--- src/logic/cdc_defs.svh ---
// Constants for the console display controller: offsets, fields, resets and timings
`ifndef CDC_DEFS_SVH
`define CDC_DEFS_SVH

// ----------------------------------------------------------------
// Host bus addressing
// ----------------------------------------------------------------
`define CDC_DEV_ADDR        8'h01
`define CDC_CNT_RESET       2'h0

// ----------------------------------------------------------------
// Register offsets on the APB side
// ----------------------------------------------------------------
`define CDC_OFS_CTRL        12'h000
`define CDC_OFS_STATE       12'h004
`define CDC_OFS_IND         12'h008
`define CDC_CTRL_RESET      32'h0000_0000

// ----------------------------------------------------------------
// Field positions
// ----------------------------------------------------------------
`define CDC_CTRL_PER_MSB    9
`define CDC_ST_EN           0
`define CDC_ST_PROG         1
`define CDC_ST_ATTN         2
`define CDC_ST_STEP         3
`define CDC_ST_CNT_LSB      4
`define CDC_ST_SEL          6
`define CDC_ST_BYTE_LSB     8

// ----------------------------------------------------------------
// Mode and register-select codes
// ----------------------------------------------------------------
`define CDC_MODE_VARIABLE_STEP_MODE       4'h4
`define CDC_MODE_HALT       4'hc
`define CDC_MODE_RUN        4'h8
`define CDC_MODE_ADDRESS_COMMAND       4'h3
`define CDC_MODE_MEMORY_READ_MODE       4'h2
`define CDC_MODE_MEMORY_WRITE_MODE       4'h1
`define CDC_MODE_HALT_FLOAT_MODE       4'he
`define CDC_MODE_VARIABLE_FLOAT_MODE       4'h6
`define CDC_RSEL_OFF        4'h0
`define CDC_RSEL_REG        4'h1
`define CDC_RSEL_INSTRUCTION_VIEW       4'h2
`define CDC_RSEL_PSW        4'h4
`define CDC_RSEL_PAIR       1'b1

// ----------------------------------------------------------------
// Timing
// ----------------------------------------------------------------
`define CDC_CLK_NS          25
`define CDC_EXEC_NS         1000
`define CDC_STEP_MS         5
`define CDC_MS_NS           1000000
`define CDC_EXEC_CYC        ((`CDC_EXEC_NS + `CDC_CLK_NS - 1) / `CDC_CLK_NS)
`define CDC_MS_CYC          (`CDC_MS_NS / `CDC_CLK_NS)
`define CDC_STEP_CYC        (`CDC_STEP_MS * `CDC_MS_CYC)

`endif

--- src/logic/cdc_pkg.sv ---
// Types shared by the console display controller
package cdc_pkg;

	// Repeat oscillator states
	typedef enum logic [2:0] {
		CDC_OSC_IDLE  = 3'b001,
		CDC_OSC_COUNT = 3'b010,
		CDC_OSC_PULSE = 3'b100
	} cdc_osc_state_t;

endpackage

--- src/logic/cdc_console_display.sv ---
// Console display controller: host byte bus, panel switches and lamps, APB registers
`timescale 1ns/100ps
`include "cdc_defs.svh"

// Summary of operation
// - Match device address one on all eight lines
// - Address command pulse captures match into enable
// - Status, write, read and control strobes act only while display enable set
// - Addressing asserts sync, clears output byte counter
// - Counter zero write loads register one high
// - Write strobe fall advances byte counter
// - Second write loads register one low byte
// - Successive write bytes steered by counter value
// - Counts two, three load register two bytes
// - Latched bytes hold and drive lamps continuously
// - System clear resets read byte select
// - First read drives switch bits eight to fifteen
// - Read strobe fall toggles byte select
// - Next read drives switch bits zero to seven
// - Status: mode high nibble, select low nibble
// - Status byte driven only during status enable
// - Mode codes per switch position table
// - Register select codes, pairs as one plus index
// - Execute press loads 1 us pulse counter, sets attention flip-flop
// - Address sync clears attention flip-flop
// - Execute in variable mode sets step level
// - Step level enables adjustable repeat oscillator
// - Each oscillator cycle fires 5 ms pulse
// - Oscillator repeats attention after execute pressed
// - Output control sets programmable mode, no counter reset
module cdc_console_display
	import cdc_pkg::*;
#(
	parameter int EXEC_PULSE_CYC = `CDC_EXEC_CYC,
	parameter int STEP_PULSE_CYC = `CDC_STEP_CYC,
	parameter int MS_TICK_CYC    = `CDC_MS_CYC
) (
	input  wire logic        pclk,
	input  wire logic        presetn,
	input  wire logic        psel,
	input  wire logic        penable,
	input  wire logic        pwrite,
	input  wire logic [11:0] paddr,
	input  wire logic [31:0] pwdata,
	output logic      [31:0] prdata,
	output logic             pready,
	output logic             pslverr,
	input  wire logic [7:0]  out_data_lines,
	input  wire logic        address_command,
	input  wire logic        status_read_strobe,
	input  wire logic        byte_write_strobe,
	input  wire logic        byte_read_strobe,
	input  wire logic        output_control_strobe,
	input  wire logic        system_clear,
	input  wire logic        execute_switch,
	input  wire logic [7:0]  mode_switch,
	input  wire logic [11:0] register_switch,
	input  wire logic [15:0] data_switches,
	output logic      [7:0]  in_data_lines,
	output logic             in_data_oe,
	output logic      [15:0] indicator_one,
	output logic      [15:0] indicator_two,
	output logic             console_attention,
	output logic             single_step_level
);

	// ----------------------------------------------------------------
	// Parameter checks
	// ----------------------------------------------------------------
	generate
		if (EXEC_PULSE_CYC < 1 || EXEC_PULSE_CYC > 65535 || STEP_PULSE_CYC < 1 ||
		    STEP_PULSE_CYC > 16777215 || MS_TICK_CYC < 1 || MS_TICK_CYC > 65535 ||
		    STEP_PULSE_CYC >= 10 * MS_TICK_CYC) begin : g_bad
			$error("cdc_console_display: timing parameter out of range");
		end
	endgenerate

	localparam int SW = 51;

	// ----------------------------------------------------------------
	// Functions
	// ----------------------------------------------------------------
	// Mode switch position (VARIABLE_STEP_MODE,HALT,RUN,ADDRESS_COMMAND,MEMORY_READ_MODE,MEMORY_WRITE_MODE,HALT_FLOAT_MODE,VARIABLE_FLOAT_MODE) to code
	function automatic logic [3:0] mode_code(input logic [7:0] p);
		logic [3:0] c;
		c = 4'h0;
		if (p[0]) c = `CDC_MODE_VARIABLE_STEP_MODE;
		else if (p[1]) c = `CDC_MODE_HALT;
		else if (p[2]) c = `CDC_MODE_RUN;
		else if (p[3]) c = `CDC_MODE_ADDRESS_COMMAND;
		else if (p[4]) c = `CDC_MODE_MEMORY_READ_MODE;
		else if (p[5]) c = `CDC_MODE_MEMORY_WRITE_MODE;
		else if (p[6]) c = `CDC_MODE_HALT_FLOAT_MODE;
		else if (p[7]) c = `CDC_MODE_VARIABLE_FLOAT_MODE;
		return c;
	endfunction

	// Register switch position (OFF,REG,INSTRUCTION_VIEW,STATUS_WORD_VIEW,pair 0..7) to code
	function automatic logic [3:0] rsel_code(input logic [11:0] p);
		logic [3:0] c;
		c = `CDC_RSEL_OFF;
		if (p[1]) c = `CDC_RSEL_REG;
		else if (p[2]) c = `CDC_RSEL_INSTRUCTION_VIEW;
		else if (p[3]) c = `CDC_RSEL_PSW;
		for (int i = 0; i < 8; i++) begin
			if (p[4 + i]) c = {`CDC_RSEL_PAIR, 3'(i)};
		end
		return c;
	endfunction

	// ----------------------------------------------------------------
	// Input synchronisers
	// ----------------------------------------------------------------
	logic [SW-1:0] sy1_q, sy2_q, sy3_q;
	logic [SW-1:0] raw;
	assign raw = {out_data_lines, data_switches, register_switch, mode_switch, execute_switch,
	              system_clear, output_control_strobe, byte_read_strobe, byte_write_strobe,
	              status_read_strobe, address_command};

	// Two stages plus an edge-history stage
	always_ff @(posedge pclk or negedge presetn) begin
		if (!presetn) begin
			sy1_q <= '0;
			sy2_q <= '0;
			sy3_q <= '0;
		end else begin
			sy1_q <= raw;
			sy2_q <= sy1_q;
			sy3_q <= sy2_q;
		end
	end

	logic       adr_lvl, adr_rise, sr_lvl, wr_rise, wr_fall, rd_lvl, rd_fall, oc_rise;
	logic       clr_lvl, exe_rise;
	logic [7:0] mode_s, odata;
	logic [11:0] rsw_s;
	logic [15:0] dsw_s;
	assign adr_lvl  = sy2_q[0];
	assign adr_rise = sy2_q[0] & ~sy3_q[0];
	assign sr_lvl   = sy2_q[1];
	assign wr_rise  = sy2_q[2] & ~sy3_q[2];
	assign wr_fall  = ~sy2_q[2] & sy3_q[2];
	assign rd_lvl   = sy2_q[3];
	assign rd_fall  = ~sy2_q[3] & sy3_q[3];
	assign oc_rise  = sy2_q[4] & ~sy3_q[4];
	assign clr_lvl  = sy2_q[5];
	assign exe_rise = sy2_q[6] & ~sy3_q[6];
	assign mode_s   = sy2_q[14:7];
	assign rsw_s    = sy2_q[26:15];
	assign dsw_s    = sy2_q[42:27];
	assign odata    = sy2_q[50:43];

	// ----------------------------------------------------------------
	// Addressing
	// ----------------------------------------------------------------
	logic addr_en_q, prog_q, addr_match, address_sync;
	assign addr_match   = (odata == `CDC_DEV_ADDR);
	assign address_sync = adr_lvl & addr_match;

	// Display enable follows the match on each address command
	always_ff @(posedge pclk or negedge presetn) begin
		if (!presetn) begin
			addr_en_q <= 1'b0;
		end else if (clr_lvl) begin
			addr_en_q <= 1'b0;
		end else if (adr_rise) begin
			addr_en_q <= addr_match;
		end
	end

	// Gated strobes
	logic status_enable, wr_rise_g, wr_fall_g, gated_byte_read, rd_fall_g, oc_g;
	assign status_enable   = sr_lvl & addr_en_q;
	assign wr_rise_g       = wr_rise & addr_en_q;
	assign wr_fall_g       = wr_fall & addr_en_q;
	assign gated_byte_read = rd_lvl & addr_en_q;
	assign rd_fall_g       = rd_fall & addr_en_q;
	assign oc_g            = oc_rise & addr_en_q;

	// Programmable mode latch
	always_ff @(posedge pclk or negedge presetn) begin
		if (!presetn) begin
			prog_q <= 1'b0;
		end else if (clr_lvl) begin
			prog_q <= 1'b0;
		end else if (oc_g) begin
			prog_q <= 1'b1;
		end
	end

	// ----------------------------------------------------------------
	// Output bytes to the indicator registers
	// ----------------------------------------------------------------
	logic [1:0] byte_cnt_q;
	logic       counter_increment;
	assign counter_increment = wr_fall_g;

	// Byte counter: clear, sync reset unless programmable, advance on fall
	always_ff @(posedge pclk or negedge presetn) begin
		if (!presetn) begin
			byte_cnt_q <= `CDC_CNT_RESET;
		end else if (clr_lvl || (address_sync && !prog_q)) begin
			byte_cnt_q <= `CDC_CNT_RESET;
		end else if (counter_increment) begin
			byte_cnt_q <= byte_cnt_q + 2'h1;
		end
	end

	logic [15:0] ind_one_q, ind_two_q;
	// Storage latches steered by counter, held until rewritten
	always_ff @(posedge pclk or negedge presetn) begin
		if (!presetn) begin
			ind_one_q <= 16'h0000;
			ind_two_q <= 16'h0000;
		end else if (wr_rise_g) begin
			case (byte_cnt_q)
				2'h0: ind_one_q[15:8] <= odata;
				2'h1: ind_one_q[7:0]  <= odata;
				2'h2: ind_two_q[15:8] <= odata;
				2'h3: ind_two_q[7:0]  <= odata;
				default: ind_one_q <= ind_one_q;
			endcase
		end
	end
	assign indicator_one = ind_one_q;
	assign indicator_two = ind_two_q;

	// ----------------------------------------------------------------
	// Switch and status input
	// ----------------------------------------------------------------
	logic       rd_sel_q;
	logic       low_switch_byte_enable, high_switch_byte_enable;
	logic [7:0] status_byte;
	assign low_switch_byte_enable  = gated_byte_read & ~rd_sel_q;
	assign high_switch_byte_enable = gated_byte_read & rd_sel_q;
	assign status_byte = {mode_code(mode_s), rsel_code(rsw_s)};

	// Read byte select: clear, sync reset unless programmable, toggle on fall
	always_ff @(posedge pclk or negedge presetn) begin
		if (!presetn) begin
			rd_sel_q <= 1'b0;
		end else if (clr_lvl || (address_sync && !prog_q)) begin
			rd_sel_q <= 1'b0;
		end else if (rd_fall_g) begin
			rd_sel_q <= ~rd_sel_q;
		end
	end

	logic [7:0] in_data_q;
	logic       in_oe_q;
	// Input data line driver; status has priority over switch bytes
	always_ff @(posedge pclk or negedge presetn) begin
		if (!presetn) begin
			in_data_q <= 8'h00;
			in_oe_q   <= 1'b0;
		end else begin
			in_oe_q <= status_enable | gated_byte_read;
			if (status_enable) begin
				in_data_q <= status_byte;
			end else if (low_switch_byte_enable) begin
				in_data_q <= dsw_s[15:8];
			end else if (high_switch_byte_enable) begin
				in_data_q <= dsw_s[7:0];
			end else begin
				in_data_q <= 8'h00;
			end
		end
	end
	assign in_data_lines = in_data_q;
	assign in_data_oe    = in_oe_q;

	// ----------------------------------------------------------------
	// Execute pulse, attention and step level
	// ----------------------------------------------------------------
	logic        osc_fire, exec_fire, attn_q, step_q, step_out_q;
	logic [15:0] exec_cnt_q;
	assign exec_fire = exe_rise | osc_fire;

	// One microsecond execute pulse counter
	always_ff @(posedge pclk or negedge presetn) begin
		if (!presetn) begin
			exec_cnt_q <= 16'h0000;
		end else if (exec_fire) begin
			exec_cnt_q <= 16'(EXEC_PULSE_CYC);
		end else if (exec_cnt_q != 16'h0000) begin
			exec_cnt_q <= exec_cnt_q - 16'h0001;
		end
	end

	// Attention: pulse sets, address sync clears, set wins
	always_ff @(posedge pclk or negedge presetn) begin
		if (!presetn) begin
			attn_q <= 1'b0;
		end else if (exec_fire) begin
			attn_q <= 1'b1;
		end else if (address_sync || clr_lvl) begin
			attn_q <= 1'b0;
		end
	end
	assign console_attention = attn_q;

	// Step latch captures variable mode on the execute pulse
	always_ff @(posedge pclk or negedge presetn) begin
		if (!presetn) begin
			step_q     <= 1'b0;
			step_out_q <= 1'b0;
		end else begin
			if (clr_lvl) begin
				step_q <= 1'b0;
			end else if (exec_fire) begin
				step_q <= mode_s[0];
			end
			step_out_q <= step_q;
		end
	end
	assign single_step_level = step_out_q;

	// ----------------------------------------------------------------
	// Repeat oscillator
	// ----------------------------------------------------------------
	logic [31:0]    ctrl_q;
	logic [9:0]     period_ms;
	logic [15:0]    ms_cnt_q;
	logic [9:0]     per_cnt_q;
	logic [23:0]    pulse_cnt_q;
	cdc_osc_state_t osc_q;
	logic           ms_tick;
	assign period_ms = ctrl_q[`CDC_CTRL_PER_MSB:0];
	assign ms_tick   = (ms_cnt_q == 16'(MS_TICK_CYC - 1));
	// Reached or passed, so a period shorter than the pulse still repeats
	assign osc_fire  = (osc_q == CDC_OSC_COUNT) && ms_tick &&
	                   (per_cnt_q >= period_ms - 10'h001);

	// Millisecond prescaler, runs only while oscillating
	always_ff @(posedge pclk or negedge presetn) begin
		if (!presetn) begin
			ms_cnt_q <= 16'h0000;
		end else if (osc_q == CDC_OSC_IDLE || ms_tick) begin
			ms_cnt_q <= 16'h0000;
		end else begin
			ms_cnt_q <= ms_cnt_q + 16'h0001;
		end
	end

	// Period count in milliseconds; pulse length tracked alongside
	always_ff @(posedge pclk or negedge presetn) begin
		if (!presetn) begin
			osc_q       <= CDC_OSC_IDLE;
			per_cnt_q   <= 10'h000;
			pulse_cnt_q <= 24'h00_0000;
		end else begin
			case (osc_q)
				CDC_OSC_IDLE: begin
					per_cnt_q <= 10'h000;
					if (step_q && period_ms != 10'h000) begin
						osc_q <= CDC_OSC_COUNT;
					end
				end
				CDC_OSC_COUNT: begin
					if (!step_q || period_ms == 10'h000) begin
						osc_q <= CDC_OSC_IDLE;
					end else if (osc_fire) begin
						per_cnt_q   <= 10'h000;
						pulse_cnt_q <= 24'(STEP_PULSE_CYC - 1);
						osc_q       <= CDC_OSC_PULSE;
					end else if (ms_tick) begin
						per_cnt_q <= per_cnt_q + 10'h001;
					end
				end
				CDC_OSC_PULSE: begin
					if (ms_tick) begin
						per_cnt_q <= per_cnt_q + 10'h001;
					end
					if (pulse_cnt_q == 24'h00_0000) begin
						osc_q <= CDC_OSC_COUNT;
					end else begin
						pulse_cnt_q <= pulse_cnt_q - 24'h00_0001;
					end
				end
				default: osc_q <= CDC_OSC_IDLE;
			endcase
		end
	end

	// ----------------------------------------------------------------
	// APB slave
	// ----------------------------------------------------------------
	logic [31:0] prdata_q;
	logic        pready_q, pslverr_q, acc, hit;
	assign acc = psel & penable & pready_q;
	assign hit = (paddr == `CDC_OFS_CTRL) || (paddr == `CDC_OFS_STATE) ||
	             (paddr == `CDC_OFS_IND);

	// One wait state, read data and error set with ready
	always_ff @(posedge pclk or negedge presetn) begin
		if (!presetn) begin
			pready_q  <= 1'b0;
			pslverr_q <= 1'b0;
			prdata_q  <= 32'h0000_0000;
		end else begin
			pready_q  <= psel & penable & ~pready_q;
			pslverr_q <= psel & penable & ~pready_q & ~hit;
			prdata_q  <= 32'h0000_0000;
			if (psel && penable && !pready_q && !pwrite) begin
				case (paddr)
					`CDC_OFS_CTRL:  prdata_q <= ctrl_q;
					`CDC_OFS_STATE: prdata_q <= {16'h0000, status_byte, 1'b0, rd_sel_q,
					                             byte_cnt_q, step_q, attn_q, prog_q,
					                             addr_en_q};
					`CDC_OFS_IND:   prdata_q <= {ind_two_q, ind_one_q};
					default:        prdata_q <= 32'h0000_0000;
				endcase
			end
		end
	end

	// Control register: oscillator period in milliseconds, zero stops it
	always_ff @(posedge pclk or negedge presetn) begin
		if (!presetn) begin
			ctrl_q <= `CDC_CTRL_RESET;
		end else if (acc && pwrite && paddr == `CDC_OFS_CTRL) begin
			ctrl_q <= {22'h00_0000, pwdata[`CDC_CTRL_PER_MSB:0]};
		end
	end
	assign prdata  = prdata_q;
	assign pready  = pready_q;
	assign pslverr = pslverr_q;
endmodule

--- config.mk ---
export PLATFORM = sky130hd
export DESIGN_NAME = cdc_console_display
export DESIGN_NICKNAME = d
export VERILOG_FILES = /design/src/logic/cdc_pkg.sv /design/src/logic/cdc_console_display.sv
export VERILOG_INCLUDE_DIRS = /design/src /design/src/logic
export SDC_FILE = /design/constraint.sdc
export NUM_CORES = 1
export LEC_CHECK = 0
export BUFFER_PORTS_ARGS = -buffer_cell sky130_fd_sc_hd__clkbuf_2
export CORE_MARGIN = 8
export CORE_UTILIZATION = 25
export DETAILED_ROUTE_END_ITERATION = 7
export GPL_ROUTABILITY_DRIVEN = 0
export PLACE_DENSITY_LB_ADDON = 0.08
export SETUP_SLACK_MARGIN = 0.3
export SYNTH_ARGS = -nofsm -noshare
export SYNTH_HDL_FRONTEND = slang
export SYNTH_SLANG_ARGS = --single-unit
--- constraint.sdc ---
create_clock -name pclk -period 5.21 [get_ports pclk]
set_clock_uncertainty 0.05 [all_clocks]
set_input_delay 1.042 -clock pclk [delete_from_list [all_inputs] [get_ports pclk]]
set_output_delay 1.042 -clock pclk [all_outputs]
set_load 0.005 [all_outputs]
# --- Yosys cells after proc, flatten, opt, wreduce, memory -nomap -nowiden ---
# Index checks and enable logic that the tools add are counted.
totals:
  register_bits: 255
  latchBits: 0
  ram_bits: 0
  mem_bits_ro: 0
  in_bits: 100
  output_inout_bits: 77
  wordCells: 165
  mem_count: 0
op_classes:
  n_addsub: 5
  n_mul: 0
  div: 0
  n_lt_le_gt_ge: 1
  eq_ne: 16
  n_shift: 0
  mux: 50
  bitwise_logic: 30
  n_reduce_logical: 39
op_table:
  columns: ["op", "n"]
  rows:
  - ["32-bit case mux with 3 select lines", 1]
  - ["24-bit two-way mux", 3]
  - ["4-bit two-way mux", 15]
  - ["24-bit case mux with 2 select lines", 1]
  - ["32-bit two-way mux", 1]
  - ["10-bit two-way mux", 3]
  - ["10-bit case mux with 3 select lines", 1]
  - ["24-bit zero test", 1]
  - ["3-bit two-way mux", 8]
  - ["8-bit two-way mux", 3]
  - ["24-bit by 1-bit subtractor with 24-bit output, second input constant", 1]
  - ["1-bit AND", 19]
  - ["16-bit by 1-bit adder with 16-bit output, second input constant", 1]
  - ["16-bit == test, second input constant", 1]
  - ["16-bit two-way mux", 1]
  - ["2-bit nonzero test", 7]
  - ["12-bit by 3-bit == test with 1-bit output, second input constant", 1]
  - ["12-bit by 4-bit == test with 1-bit output, second input constant", 1]
  - ["12-bit zero test", 1]
  - ["10-bit by 1-bit adder with 10-bit output, second input constant", 1]
  - ["10-bit greater-or-equal comparator", 1]
  - ["10-bit zero test", 1]
  - ["1-bit two-way mux", 10]
  - ["2-bit AND reduction", 5]
  - ["other kinds (23)", 53]

# --- Longest topological paths before layout ---
depth:
  word_depth: 13
  mapped_depth: 12
  depth_no_buf: 11

# --- Worst setup path after synthesis ---
# No wires, ideal clock.
synth_timing:
  kind: "reg-to-reg"
  startpoint: "register ctrl_q[5]"
  endpoint: "register pulse_cnt_q[11]"
  setup_time_ps: 121
  arrival_time_ps: 3232
  required_ps: 5039
  setup_slack_ps: 1808
  stages_incl_launch_ff: 12
  n_path_buf: 1
  period_less_slack_ps: 3402
  cell_sequence: "dfrtp_1 or4_1 or2_2 nor3_1 xnor2_1 ha_1 o21ai_0 nor2_1 o41ai_1 a21boi_0 buf_2 a22o_1"
synth_between:
  elab_chain_len: 5
  word_cells_on_any_way: 8
  cone_classes: "add/sub (1); order compare (1); eq/ne (2); reduce/logical (4)"
synth_lines:
  columns: ["element", "line_no", "rtl"]
  rows:
  - ["from (decl)", "cdc_console_display.sv:321", "logic [31:0] ctrl_q;"]
  - ["from (signal assigned)", "cdc_console_display.sv:420", "ctrl_q <= `CDC_CTRL_RESET;"]
  - ["from (signal assigned)", "cdc_console_display.sv:422", "ctrl_q <= {22'h00_0000, pwdata[`CDC_CTRL_PER_MSB:0]};"]
  - ["10-bit by 1-bit subtractor with 10-bit output", "cdc_console_display.sv:332", "(per_cnt_q >= period_ms - 10'h001);"]
  - ["10-bit greater-or-equal comparator", "cdc_console_display.sv:332", null]
  - ["1-bit logical AND", "cdc_console_display.sv:331", "assign osc_fire = (osc_q == CDC_OSC_COUNT) && ms_tick &&"]
  - ["2-bit inequality test (no line)", null, null]
  - ["4-bit AND reduction (no line) *", null, null]
  - ["to (signal assigned)", "cdc_console_display.sv:364", "pulse_cnt_q <= 24'(STEP_PULSE_CYC - 1);"]
  - ["to (signal assigned)", "cdc_console_display.sv:377", "pulse_cnt_q <= pulse_cnt_q - 24'h00_0001;"]
  - ["to (decl)", "cdc_console_display.sv:325", "logic [23:0] pulse_cnt_q;"]
# Mark *: on every way between the ends. The rest lies on a longest branch, timed or not.
# A chain may end at the register's enable or synchronous reset.

# --- Worst setup path after layout ---
# Same ends and word-level chain as after synthesis.

==> results.tsv <==
metric	value	unit
status	finished clean	
H-tree lvl count	1	
syn_area_per_cell	12.55	sq um
number of synthesized register bits	251	
vias in the first global route	6932	
clk root buf	clkbuf_16	
fill count	4004	
sequential share of the synthesized area	0.6458	
WP data required	5.61	ns
clock buffer count from CTS	30	
Startpoint Class	register	
DR iter-0 viols	273	
port buffer count	153	
die extent in y	213.3	um
Worst-Margin Slew	1.092	ns
Antenna Cells	0	
Mapped Area	0.009728	sq mm
Slew Viols, Final	0	
cell count after synthesis	775	
postcts setup bufs	0	
Worst Hold Launch	sy1_q[28]	
antenna violations before repair	0	
VDD IR max	217.0	uV
Area Overhead vs Synth	25.61	%
RSZ-0062 raised after global routing	false	
critical path capture point type	register	
DRC	0	
vias per inst	4.292	
CTS tree	done	
Max Root-Sink Buffers	3	
Layout Nets	1064	
max-cap violation count	0	
Starting Density	0.2523	
Final Setup Violations	0	
hold path depth	0	
Routed WL	26860	um
RR Startpoint	ctrl_q[5]	
die area	0.04548	sq mm
most common cell after layout, fill and taps aside	dfrtp_1	
Mapped Nets	893	
routed len/inst	18.05	um
Synth Flop Type	dfrtp_1	
Final HPWL DP	19520	um
share of layout cells above drive strength 1	0.2753	
Sum Neg Setup Slack	0	ns
Rel. slew slack	0.2706	
number of routed nets with antenna violations	0	
IO Pins	177	
Tcrit/Tclk final	0.7786	
first-pass GRT wire length	41910	um
CTS Hold Bufs	0	
async set-reset flop share out of synthesis	1.000	
CP Max Fanout	11	
fmax	246.5	MHz
EDFF count, synth	0	
Final Critical Period	4.057	ns
Data arrival, critical path	4.46	ns
Hold WC Path Type	register to register	
Unique masters post-synth	63	
kind of critical path	register to register	
clock latency at the later pin of the worst-skew pair	0.58	ns
Power Density	371.0	mW/mm^2
Horiz. Die Dim	213.3	um
Hold Fails Final Rpt	0	
CTS resizes	0	
Worst-path clk slew	0.06	ns
Worst Reg-to-Reg Cells	10	
total power	4.534	mW
row count	72	
GRT Total Usage	0.1187	
most frequent cells in the layout	250 x dfrtp_1, 152 x clkbuf_2, 75 x nor2_1, 40 x nand2_1, 40 x mux2_2	
core area	0.03856	sq mm
Vias	6386	
largest net degree at the start of global routing	98	
First-pass DRT Iterations	4	
CP Launch Point	ctrl_q[5]	
leak pwr	5.750	nW
TritonCTS Sinks	251	
Synth Warn #	0	
GRT overflow	0	
## layout make-up
type | instances | area, sq um | area share
flip-flops and latches | 251 | 6282 | 0.5141
well taps | 518 | 648.1 | 0.05304
inverters | 17 | 63.81 | 0.005222
multi-input cells | 487 | 3306 | 0.2705
clock inverters | 20 | 282.8 | 0.02314
repair buffers | 159 | 833.3 | 0.06820
clock buffers | 36 | 803.3 | 0.06574
## worst max-delay path, cell delays in order, from the launching register on
cell,delay [ns]
dfrtp_1,0.45
or4_1,0.62
or2_2,0.34
nor3_1,0.18
xnor2_1,0.15
ha_1,0.26
nand4_1,0.11
nor2_1,0.07
o41ai_1,0.82
a21boi_1,0.55
a22o_1,0.34
## cell usage after synthesis (17+ instances only)
| library cell | number | area share |
|---|---|---|
| nor2_1 | 75 | 0.029 |
| mux2i_1 | 20 | 0.021 |
| ha_1 | 18 | 0.023 |
| a21oi_1 | 28 | 0.014 |
| mux2_2 | 40 | 0.046 |
| dfrtp_1 | 250 | 0.64 |
| xor2_1 | 17 | 0.015 |
| o21ai_0 | 20 | 0.010 |
| nand3_1 | 18 | 0.0093 |
| nor3_1 | 17 | 0.0087 |
| inv_1 | 17 | 0.0066 |
| and2_1 | 18 | 0.012 |
| nand2_1 | 40 | 0.015 |
## cell families after synthesis
kind of cell / Yosys count / synth area share
fa+ha+maj: 18 / 0.02315
simple gates: 258 / 0.1389
flops: 251 / 0.6458
xor+xnor: 32 / 0.02881
buf+inv: 37 / 0.01531
mux: 61 / 0.06842
compound gates: 118 / 0.07961
## final timing paths
check	to	slack, ns
setup / recovery	pulse_cnt_q[11]	1.15
hold / removal	sy2_q[28]	0.29
setup reg to reg	pulse_cnt_q[11]	1.15
hold reg to reg	sy2_q[28]	0.29
max in group asynchronous	sy1_q[50]	3.66
min in group asynchronous	pulse_cnt_q[9]	0.46
## registers in the layout (all words and copies together) (netlist names), 5 cells and up
signal         cells
prdata            32
per_cnt_q         10
sy3_q              5
indicator_two     16
sy2_q             50
ms_cnt_q          16
indicator_one     16
in_data_lines      8
ctrl_q            10
sy1_q             50
pulse_cnt_q       24
## per-layer routing
metal	track usage	wire length, um	vias to the layer above
li1	-	-	3084
met1	0.1568	12360	3142
met2	0.1896	12450	121
met3	0.03200	1367	39
met4	0.03333	693	0
met5	0	0	-
## metrics by stage
| step | setup WS, ns | hold WS [ns] | std cells | area (sq um) | utilization |
|---|---|---|---|---|---|
| floorplan | 1.808 | 0.2812 | 775 | 9728 | - |
| detailed placement | 1.085 | 0.2847 | 1432 | 11130 | 0.2887 |
| CTS | 1.113 | 0.2981 | 1488 | 12220 | 0.3169 |
| finish | 1.153 | 0.2941 | 1488 | 12220 | 0.3169 |
| global placement | 1.131 | 0.2840 | 1432 | 11130 | 0.2887 |
| global route | 0.7898 | 0.3034 | 1488 | 12220 | 0.3169 |
## power breakdown
part           switching, mW  total [mW]  internal [mW]
logic                  0.160       0.236         0.0764
clock network          0.861        2.26           1.40
registers             0.0351        2.04           2.00
total                   1.06        4.53           3.48
(Power assumes the default switching activity.)
